**config.mk**
```make
export PLATFORM = sky130hd
export DESIGN_NAME = sacw_top
export DESIGN_NICKNAME = d
export VERILOG_FILES = /design/src/hdl/sacw_pkg.sv /design/src/hdl/sacw_clkdiv.sv /design/src/hdl/sacw_top.sv /design/src/hdl/sacw_window.sv
export SDC_FILE = /design/constraint.sdc
export NUM_CORES = 1
export LEC_CHECK = 0
export BUFFER_PORTS_ARGS = -buffer_cell sky130_fd_sc_hd__buf_2
export CAP_MARGIN = 40
export CORE_MARGIN = 2
export CORE_UTILIZATION = 25
export DETAILED_ROUTE_END_ITERATION = 7
export PLACE_DENSITY = 0.43
export SYNTH_ARGS = -nofsm -noshare
export SYNTH_HDL_FRONTEND = slang
export SYNTH_HIERARCHICAL = 1
export SYNTH_SLANG_ARGS = --single-unit
export TNS_END_PERCENT = 20
```
**constraint.sdc**
```tcl
create_clock -name ref_clk_in -period 4.8 [get_ports ref_clk_in]
set_clock_uncertainty 0.15 [all_clocks]
set_input_delay 0.72 -clock ref_clk_in [delete_from_list [all_inputs] [get_ports ref_clk_in]]
set_output_delay 0.72 -clock ref_clk_in [all_outputs]
set_load 0.005 [all_outputs]
```
**src/hdl/sacw_pkg.sv**
```systemverilog
// shared constants and types for the converter control block
package sacw_pkg;
  // register addresses on the special function register port
  localparam logic [7:0] SACW_ADDR_AIS = 8'hBB;
  localparam logic [7:0] SACW_ADDR_CFG = 8'hBC;
  localparam logic [7:0] SACW_ADDR_RLO = 8'hBE;
  localparam logic [7:0] SACW_ADDR_RHI = 8'hBF;
  localparam logic [7:0] SACW_ADDR_GTL = 8'hC4;
  localparam logic [7:0] SACW_ADDR_GTH = 8'hC5;
  localparam logic [7:0] SACW_ADDR_LTL = 8'hC6;
  localparam logic [7:0] SACW_ADDR_LTH = 8'hC7;
  localparam logic [7:0] SACW_ADDR_CTL = 8'hE8;
  // values after reset
  localparam logic [7:0] SACW_RST_AIS = 8'h00;
  localparam logic [7:0] SACW_RST_CFG = 8'h60;
  localparam logic [7:0] SACW_RST_RES = 8'h00;
  localparam logic [7:0] SACW_RST_GT  = 8'hFF;
  localparam logic [7:0] SACW_RST_LT  = 8'h00;
  localparam logic [7:0] SACW_RST_CTL = 8'h00;
  // writable bits; reserved bits read zero
  localparam logic [7:0] SACW_MASK_AIS = 8'h3F;
  localparam logic [7:0] SACW_MASK_CFG = 8'hE7;
  // field positions
  localparam int SACW_AIS_EN     = 5;
  localparam int SACW_CFG_DIV_HI = 7;
  localparam int SACW_CFG_DIV_LO = 5;
  localparam int SACW_CFG_GAIN_HI = 2;
  localparam int SACW_CTL_ON     = 7;
  localparam int SACW_CTL_TM     = 6;
  localparam int SACW_CTL_DONE   = 5;
  localparam int SACW_CTL_BUSY   = 4;
  localparam int SACW_CTL_SRC_HI = 3;
  localparam int SACW_CTL_SRC_LO = 2;
  localparam int SACW_CTL_WIN    = 1;
  localparam int SACW_CTL_LJ     = 0;
  // start sources
  localparam logic [1:0] SACW_SRC_SW  = 2'b00;
  localparam logic [1:0] SACW_SRC_TMR = 2'b11;
  // sequence lengths in converter clocks
  localparam int SACW_TRACK_CLKS = 3;
  localparam int SACW_CONV_CLKS  = 16;

  typedef enum logic [2:0]
  {
    SACW_IDLE  = 3'b001,
    SACW_TRACK = 3'b010,
    SACW_CONV  = 3'b100
  } sacw_state_t;

  typedef struct packed {
    logic [7:0] addr;
    logic       wr;
    logic [7:0] wdata;
  } sacw_sfr_req_t;

  typedef struct packed {
    logic        power;
    logic        track;
    logic        convert;
    logic [31:0] pin_route;
    logic [5:0]  gain_sel;
  } sacw_analog_t;

  typedef struct packed {
    logic [3:0] cnt;
  } sacw_div_t;

  typedef struct packed {
    sacw_state_t  state;
    logic [4:0]   cnt;
    logic [7:0]   ais;
    logic [7:0]   cfg;
    logic [7:0]   ctl;
    logic [7:0]   rlo;
    logic [7:0]   rhi;
    logic [7:0]   gtl;
    logic [7:0]   gth;
    logic [7:0]   ltl;
    logic [7:0]   lth;
    logic [12:0]  sync_a;
    logic [12:0]  sync_b;
    logic [7:0]   rdata;
    logic         irq;
    sacw_analog_t ana;
  } sacw_core_t;
endpackage

```
**src/hdl/sacw_clkdiv.sv**
```systemverilog
// converter clock enable divider
`timescale 1ns/1ps
module sacw_clkdiv
(
  // clock and reset
  input  wire logic       ref_clk_in,
  input  wire logic       rst_in,
  // control
  input  wire logic       run_in,
  input  wire logic [2:0] div_code_in,
  // one-cycle converter clock enable
  output logic            tick_out
);
  import sacw_pkg::*;

  sacw_div_t  st;
  sacw_div_t  next_st;
  logic [3:0] last;

  always_comb
  begin
    case (div_code_in)
      3'b000:  last = 4'h0;
      3'b001:  last = 4'h1;
      3'b010:  last = 4'h3;
      3'b011:  last = 4'h7;
      default: last = 4'hF;
    endcase
    tick_out = run_in && st.cnt >= last;
    next_st  = st;
    if (rst_in || !run_in || tick_out)
      next_st.cnt = 4'h0;
    else
      next_st.cnt = st.cnt + 4'h1;
  end

  always_ff @(posedge ref_clk_in)
  begin
    st <= next_st;
  end
endmodule

```
**src/hdl/sacw_top.sv**
```systemverilog
// converter control: registers, start and track sequencing, results
`timescale 1ns/1ps
// How it works
// - route enable off routes no pin
// - two bits choose port zero to three
// - three bits choose pin zero to seven
// - only the chosen pin is routed
// - gain code picks 1,2,4,8,16 or 0.5
// - gain resets to unity
// - converter clock is 1 to 16 clocks
// - start by busy write or timer overflow
// - busy write starts only in mode 00
// - busy reads one while converting
// - busy fall at conversion end sets done, requests interrupt when irq_enable_in is high
// - done flag sticks until software clears
// - enable bit powers the converter
// - track mode 0 tracks except converting
// - track mode 1 tracks three clocks
// - right justify with optional sign extension
// - left justify, low nibble reads zero
// - justify bit selects placement
// - window compare flags each matching result
// - two 16-bit limits, byte registers
module sacw_top
(
  // clock and reset
  input  wire logic                    ref_clk_in,
  input  wire logic                    rst_in,
  // special function register port
  input  wire sacw_pkg::sacw_sfr_req_t sfr_req_in,
  output logic [7:0]                   sfr_rdata_out,
  // start and interrupt gating
  input  wire logic                    timer_ovf_in,
  input  wire logic                    irq_enable_in,
  // analog converter side
  input  wire logic [11:0]             sar_code_in,
  input  wire logic                    diff_mode_in,
  output sacw_pkg::sacw_analog_t       analog_out,
  output logic                         sar_clk_en_out,
  output logic                         irq_req_out
);
  import sacw_pkg::*;

  sacw_core_t st;
  sacw_core_t next_st;
  logic       tick;
  logic       wr_ctl;
  logic       sw_start;
  logic       hw_start;
  logic       go;
  logic       busy;
  logic       track_end;
  logic       finish;
  logic       win_match;
  logic [7:0] cand_hi;
  logic [7:0] cand_lo;

  function automatic logic [5:0] sacw_gain(input logic [2:0] code);
    // one-hot: bit0 x0.5, bit1 x1 .. bit5 x16
    case (code)
      3'b000:  sacw_gain = 6'h02;
      3'b001:  sacw_gain = 6'h04;
      3'b010:  sacw_gain = 6'h08;
      3'b011:  sacw_gain = 6'h10;
      3'b100:  sacw_gain = 6'h20;
      3'b101:  sacw_gain = 6'h20;
      default: sacw_gain = 6'h01;
    endcase
  endfunction

  sacw_clkdiv u_div
  (
    .ref_clk_in  (ref_clk_in),
    .rst_in      (rst_in),
    .run_in      (st.ctl[SACW_CTL_ON]),
    .div_code_in (st.cfg[SACW_CFG_DIV_HI:SACW_CFG_DIV_LO]),
    .tick_out    (tick)
  );

  sacw_window u_win
  (
    .word_in     ({cand_hi, cand_lo}),
    .gt_limit_in ({st.gth, st.gtl}),
    .lt_limit_in ({st.lth, st.ltl}),
    .match_out   (win_match)
  );

  assign wr_ctl = sfr_req_in.wr && sfr_req_in.addr == SACW_ADDR_CTL;
  assign sw_start = wr_ctl && sfr_req_in.wdata[SACW_CTL_BUSY]
    && sfr_req_in.wdata[SACW_CTL_SRC_HI:SACW_CTL_SRC_LO]
       == SACW_SRC_SW;
  assign hw_start = timer_ovf_in
    && st.ctl[SACW_CTL_SRC_HI:SACW_CTL_SRC_LO] == SACW_SRC_TMR;
  assign go = st.ctl[SACW_CTL_ON] && st.state == SACW_IDLE
    && (sw_start || hw_start);
  assign busy = st.state != SACW_IDLE;
  assign track_end = st.state == SACW_TRACK && tick
    && st.cnt == 5'(SACW_TRACK_CLKS - 1);
  assign finish = st.state == SACW_CONV && tick && st.ctl[SACW_CTL_ON]
    && st.cnt == 5'(SACW_CONV_CLKS - 1);

  // placement of the synchronised converter code
  always_comb
  begin
    if (st.ctl[SACW_CTL_LJ])
    begin
      cand_hi = st.sync_b[11:4];
      cand_lo = {st.sync_b[3:0], 4'h0};
    end
    else
    begin
      cand_hi = {st.sync_b[12] ? {4{st.sync_b[11]}} : 4'h0,
                 st.sync_b[11:8]};
      cand_lo = st.sync_b[7:0];
    end
  end

  always_comb
  begin
    next_st        = st;
    next_st.irq    = 1'b0;
    next_st.sync_a = {diff_mode_in, sar_code_in};
    next_st.sync_b = st.sync_a;
    // register writes
    if (sfr_req_in.wr)
    begin
      case (sfr_req_in.addr)
        SACW_ADDR_AIS: next_st.ais = sfr_req_in.wdata & SACW_MASK_AIS;
        SACW_ADDR_CFG: next_st.cfg = sfr_req_in.wdata & SACW_MASK_CFG;
        SACW_ADDR_RLO: next_st.rlo = sfr_req_in.wdata;
        SACW_ADDR_RHI: next_st.rhi = sfr_req_in.wdata;
        SACW_ADDR_GTL: next_st.gtl = sfr_req_in.wdata;
        SACW_ADDR_GTH: next_st.gth = sfr_req_in.wdata;
        SACW_ADDR_LTL: next_st.ltl = sfr_req_in.wdata;
        SACW_ADDR_LTH: next_st.lth = sfr_req_in.wdata;
        SACW_ADDR_CTL:
        begin
          // busy is never stored; writing 0 there does nothing
          next_st.ctl = sfr_req_in.wdata;
          next_st.ctl[SACW_CTL_BUSY] = 1'b0;
        end
        default: ;
      endcase
    end
    // start, track and conversion sequence
    case (st.state)
      SACW_IDLE:
      begin
        if (go)
        begin
          next_st.cnt = 5'h00;
          if (st.ctl[SACW_CTL_TM])
            next_st.state = SACW_TRACK;
          else
            next_st.state = SACW_CONV;
        end
      end
      SACW_TRACK:
      begin
        if (track_end)
        begin
          next_st.cnt   = 5'h00;
          next_st.state = SACW_CONV;
        end
        else if (tick)
          next_st.cnt = st.cnt + 5'h01;
      end
      SACW_CONV:
      begin
        if (finish)
        begin
          next_st.state = SACW_IDLE;
          next_st.rhi   = cand_hi;
          next_st.rlo   = cand_lo;
          // set wins over a clear written in the same cycle
          next_st.ctl[SACW_CTL_DONE] = 1'b1;
          if (win_match)
            next_st.ctl[SACW_CTL_WIN] = 1'b1;
          next_st.irq = irq_enable_in;
        end
        else if (tick)
          next_st.cnt = st.cnt + 5'h01;
      end
      default: next_st.state = SACW_IDLE;
    endcase
    // shutdown aborts any conversion
    if (!st.ctl[SACW_CTL_ON])
      next_st.state = SACW_IDLE;
    // read data, registered
    case (sfr_req_in.addr)
      SACW_ADDR_AIS: next_st.rdata = st.ais;
      SACW_ADDR_CFG: next_st.rdata = st.cfg;
      SACW_ADDR_RLO: next_st.rdata = st.rlo;
      SACW_ADDR_RHI: next_st.rdata = st.rhi;
      SACW_ADDR_GTL: next_st.rdata = st.gtl;
      SACW_ADDR_GTH: next_st.rdata = st.gth;
      SACW_ADDR_LTL: next_st.rdata = st.ltl;
      SACW_ADDR_LTH: next_st.rdata = st.lth;
      SACW_ADDR_CTL: next_st.rdata = {st.ctl[7:5], busy, st.ctl[3:0]};
      default:       next_st.rdata = 8'h00;
    endcase
    // analog side controls
    next_st.ana.power = st.ctl[SACW_CTL_ON];
    if (st.ctl[SACW_CTL_TM])
      next_st.ana.track = st.ctl[SACW_CTL_ON]
        && st.state == SACW_TRACK;
    else
      next_st.ana.track = st.ctl[SACW_CTL_ON]
        && st.state != SACW_CONV;
    next_st.ana.convert = st.state == SACW_CONV;
    if (st.ais[SACW_AIS_EN])
      next_st.ana.pin_route = 32'h0000_0001 << st.ais[4:0];
    else
      next_st.ana.pin_route = 32'h0000_0000;
    next_st.ana.gain_sel = sacw_gain(st.cfg[SACW_CFG_GAIN_HI:0]);
    // synchronous reset
    if (rst_in)
    begin
      next_st       = '0;
      next_st.state = SACW_IDLE;
      next_st.ais   = SACW_RST_AIS;
      next_st.cfg   = SACW_RST_CFG;
      next_st.ctl   = SACW_RST_CTL;
      next_st.rlo   = SACW_RST_RES;
      next_st.rhi   = SACW_RST_RES;
      next_st.gtl   = SACW_RST_GT;
      next_st.gth   = SACW_RST_GT;
      next_st.ltl   = SACW_RST_LT;
      next_st.lth   = SACW_RST_LT;
    end
  end

  always_ff @(posedge ref_clk_in)
  begin
    st <= next_st;
  end

  assign sfr_rdata_out  = st.rdata;
  assign analog_out     = st.ana;
  assign sar_clk_en_out = tick;
  assign irq_req_out    = st.irq;

  property p_sw_start;
    @(posedge ref_clk_in) disable iff (rst_in)
    (st.state == SACW_IDLE && st.ctl[SACW_CTL_ON] && sw_start)
      |=> busy && st.state != SACW_IDLE;
  endproperty
  a_sw_start: assert property (p_sw_start)
    else $error("busy write did not start a conversion");

  property p_wrong_mode;
    @(posedge ref_clk_in) disable iff (rst_in)
    (st.state == SACW_IDLE && wr_ctl && !timer_ovf_in
      && sfr_req_in.wdata[SACW_CTL_SRC_HI:SACW_CTL_SRC_LO] != SACW_SRC_SW)
      |=> st.state == SACW_IDLE;
  endproperty
  a_wrong_mode: assert property (p_wrong_mode)
    else $error("busy write started outside software mode");

  property p_done_set;
    @(posedge ref_clk_in) disable iff (rst_in)
    finish |=> st.ctl[SACW_CTL_DONE] && !busy
      && irq_req_out == $past(irq_enable_in);
  endproperty
  a_done_set: assert property (p_done_set)
    else $error("completion did not set done flag and request");

  property p_done_sticky;
    @(posedge ref_clk_in) disable iff (rst_in)
    (st.ctl[SACW_CTL_DONE] && !wr_ctl) |=> st.ctl[SACW_CTL_DONE];
  endproperty
  a_done_sticky: assert property (p_done_sticky)
    else $error("done flag cleared without a write");

  property p_gain_reset;
    @(posedge ref_clk_in)
    rst_in |=> st.cfg[SACW_CFG_GAIN_HI:0] == 3'b000
      && st.cfg == SACW_RST_CFG;
  endproperty
  a_gain_reset: assert property (p_gain_reset)
    else $error("gain not unity after reset");

  property p_route_one;
    @(posedge ref_clk_in) disable iff (rst_in)
    st.ais[SACW_AIS_EN] |=> $onehot(analog_out.pin_route)
      && analog_out.pin_route[$past(st.ais[4:0])];
  endproperty
  a_route_one: assert property (p_route_one)
    else $error("routed pins differ from the selected pin");

  property p_route_off;
    @(posedge ref_clk_in) disable iff (rst_in)
    !st.ais[SACW_AIS_EN] |=> analog_out.pin_route == 32'h0000_0000;
  endproperty
  a_route_off: assert property (p_route_off)
    else $error("pin routed while routing disabled");

  property p_track_len;
    @(posedge ref_clk_in) disable iff (rst_in)
    (go && st.ctl[SACW_CTL_TM]) |=> st.state == SACW_TRACK
      ##1 (st.state == SACW_TRACK || !st.ctl[SACW_CTL_ON]);
  endproperty
  a_track_len: assert property (p_track_len)
    else $error("tracked phase did not begin on start");

  property p_track_end;
    @(posedge ref_clk_in) disable iff (rst_in)
    track_end && st.ctl[SACW_CTL_ON] |=> st.state == SACW_CONV
      ##1 !analog_out.track;
  endproperty
  a_track_end: assert property (p_track_end)
    else $error("conversion did not follow three tracking clocks");

  property p_no_track_conv;
    @(posedge ref_clk_in) disable iff (rst_in)
    st.state == SACW_CONV |=> !analog_out.track && analog_out.convert;
  endproperty
  a_no_track_conv: assert property (p_no_track_conv)
    else $error("tracking during conversion");

  property p_left_zero;
    @(posedge ref_clk_in) disable iff (rst_in)
    (finish && st.ctl[SACW_CTL_LJ]) |=> st.rlo[3:0] == 4'h0
      && st.rhi == $past(st.sync_b[11:4]);
  endproperty
  a_left_zero: assert property (p_left_zero)
    else $error("left justified result misplaced");

  property p_win_set;
    @(posedge ref_clk_in) disable iff (rst_in)
    (finish && win_match) |=> st.ctl[SACW_CTL_WIN]
      ##1 (st.ctl[SACW_CTL_WIN] || $past(wr_ctl));
  endproperty
  a_win_set: assert property (p_win_set)
    else $error("window flag not set on match");

  property p_shutdown;
    @(posedge ref_clk_in) disable iff (rst_in)
    !st.ctl[SACW_CTL_ON] |=> !busy && !analog_out.power;
  endproperty
  a_shutdown: assert property (p_shutdown)
    else $error("converter active while disabled");

  c_sw_conv: cover property (@(posedge ref_clk_in) disable iff (rst_in)
    sw_start && go ##[1:300] finish);
  c_tmr_track: cover property (@(posedge ref_clk_in) disable iff (rst_in)
    hw_start && go && st.ctl[SACW_CTL_TM]);
  c_win_hit: cover property (@(posedge ref_clk_in) disable iff (rst_in)
    finish && win_match);
endmodule

```
**src/hdl/sacw_window.sv**
```systemverilog
// window compare of a result word against two limits
`timescale 1ns/1ps
module sacw_window
(
  // operands
  input  wire logic [15:0] word_in,
  input  wire logic [15:0] gt_limit_in,
  input  wire logic [15:0] lt_limit_in,
  // result
  output logic             match_out
);
  always_comb
  begin
    // inside window when limits cross, else outside
    if (lt_limit_in > gt_limit_in)
      match_out = word_in > gt_limit_in && word_in < lt_limit_in;
    else
      match_out = word_in < lt_limit_in || word_in > gt_limit_in;
  end
endmodule

```
==> summary.txt <==
Drt
  • Drt pass-1 iters: 5
  • DRT antenna net count: 0
  • Mean routed wirelength per cell: 17.2 um
  • Drt total wl: 21800 um
  • Post-route DRC: 0
  • Routed vias: 5783
  • 1st-iter DRT viols: 252
  • Vias per cell: 4.57

Floorplan
  • Core area: 0.0315 sq mm
  • Initial core utilization: 0.253
  • Std-Cell Rows: 65
  • Die height: 183 um
  • I/O pin total: 85
  • Die ar.: 0.0334 sq mm
  • Chip width: 183 um

Global route
  • Gr ovfl total: 0
  • Largest net degree at the start of global routing: 71
  • First-pass GRT wire length: 34100 um
  • Vias in the first global route: 5724
  • Initial antenna violation count: 0
  • GRT Overall Usage: 0.135

Placed design
  • DP Wirelength: 16000 um
  • Port Buffers: 84
  • Dpl ws: 1770 ps
  • Gpl congestion: 0.818
  • Placed instance area: 0.00834 sq mm

Timing
  • Final hold vios: 0
  • Final Max Slew Viols: 0
  • Part of the cycle the worst path needs: 0.649
  • Setup-failing EPs final: 0
  • Minimum clock period: 3120 ps
  • Worst Tran Pin Value: 837 ps
  • Fmax: 321 MHz
  • TNS Setup: 0 ps
  • Slew headroom: 0.442
  • Final worst slack: 1680 ps
  • Unrepaired setup endpoints after global routing: no

Yosys
  • Syn nets: 928
  • Number of synthesized flops with an enable pin: 0
  • Syn Area/Cell: 9.51 sq um
  • Mapped cell area: 0.00798 sq mm
  • Most used DFF post-synth: dfxtp_1
  • Post-synthesis cell type count: 74
  • Sequential share of the synthesized area: 0.389
  • Post-Synthesis Cells: 839
  • Synth warn: 6
  • Post-synthesis async set-or-reset flop share: 0
  • Flops & latches, synth: 155

Min path
  • Hold Path Origin: st[74]
  • Worst Hold Class: reg -> reg

Setup path
  • WS Path Type: reg -> reg
  • Critical path arrival: 3340 ps
  • CP required: 5020 ps
  • Worst r2r src: st[124]
  • Element type at the critical path end: flip-flop
  • CP startpoint kind: flip-flop
  • Worst setup startpoint: st[124]
  • Worst-path maximum fanout: 19

Status
  • Run status: finished clean

Clocking
  • Setup Fix Bufs, Post-CTS: 0
  • Post-cts hold buffer count: 0
  • Sink Count: 155
  • TritonCTS clock tree: done
  • H-tree levels: 4
  • CTS Buf Count: 17
  • Clock Latency Late Sink: 450 ps
  • Root Buffer: clkbuf_16
  • Worst-path clk slew: 70 ps
  • Post-CTS sizing: 0
  • Clock tree buffer depth: 2

Power and ir drop
  • Leakage power: 0.00410 uW
  • Worst vdd ir: 0.232 mV
  • Power Density: 315 mW/mm^2

Run
  • Max cap viols: 0

Layout
  • Filler instances: 3378
  • Synthesis-to-finish area growth: 12.2%
  • Post-route cell area: 0.00895 sq mm
  • Diodes inserted: 0
  • Final net count: 940
  • Layout cells sized above 1: 0.192
-- worst paths after layout --
check,slack (ps),to,depth (start not counted)
hold reg to reg,290,st[61],1
setup reg to reg,1680,st[125],10
setup / recovery,1680,st[125],10
hold / removal,290,st[61],1
-- placed cells by master (no fill, tap or decap), drive strengths merged, types with 24 or more instances in the layout --
cell    netlist  layout
a211oi       24      24
buf          78      90
nor2        100     100
a21oi        31      31
mux2i        74      74
dfxtp       155     155
inv          43      51
nor2b        36      36
ha           55      55
nand2        47      47
-- cell families after synthesis --
family                     share of synthesized area
xor gates and xnor gates                     0.00329
AOI/OAI and AO/OA                              0.104
muxes                                          0.125
adders and majority gates                     0.0877
and+or+nand+nor                                0.192
buffers and inverters                         0.0993
DFF                                            0.389
-- layer usage --
layer,up-vias,share of wire,track usage
li1,2910,-,-
met1,2732,0.49,0.181
met2,125,0.46,0.216
met3,16,0.041,0.0305
met4,0,0.012,0.0397
met5,-,0,0
-- flip-flops by register name (all words and copies together), names as in the netlist --
name,flops
analog_out,41
sfr_rdata_out,8
u_div/st,4
st,101
irq_req_out,1
-- area by class of cell --
type	instances	area (sq um)	area share
Clock buffer	17	425	0.0475
Clock inverter	15	188	0.0210
Inverter	43	161	0.0180
Multi-Input combinational cell	544	4080	0.456
Sequential cell	155	3100	0.347
Tap cell	402	503	0.0562
Timing Repair Buffer	90	487	0.0544
-- report_power, final --
part | internal, uW | switching (uW) | total [uW]
combinational | 49.9 | 81.9 | 132
sequential | 1300 | 5.13 | 1300
clock | 711 | 672 | 1380
-- critical path, stage by stage, from the launching register on --
cell and delay, ps:
dfxtp_1 810, mux2_2 450, ha_1 330, a21oi_1 150
nor2_1 80, a211oi_2 230, o311ai_1 150, a211oi_2 290
maj3_2 250, nand2_1 40, a21oi_1 110
-- synthesized netlist by cell type, types with 12 or more instances --
cell type / n / area share
a211oi_1: 20 / 0.019
a21oi_1: 31 / 0.019
buf_2: 20 / 0.013
buf_4: 54 / 0.051
clkbuf_1: 19 / 0.0089
dfxtp_1: 155 / 0.39
ha_1: 55 / 0.086
inv_1: 43 / 0.020
mux2i_1: 74 / 0.093
nand2_1: 47 / 0.022
nand3_1: 20 / 0.013
nand4_1: 12 / 0.0094
nor2_1: 100 / 0.047
nor2b_1: 36 / 0.028
-- through the flow --
step                      cells  total power, uW  utilization  hold WS (ps)
after floorplan             839             1420            -           264
after detailed placement   1234             1460        0.265           273
after CTS                  1266             2860        0.284           289
final                      1266             2820        0.284           287
after global placement     1231             1460        0.263           274
after global routing       1266             2930        0.284           299
(Power assumes the default switching activity.)
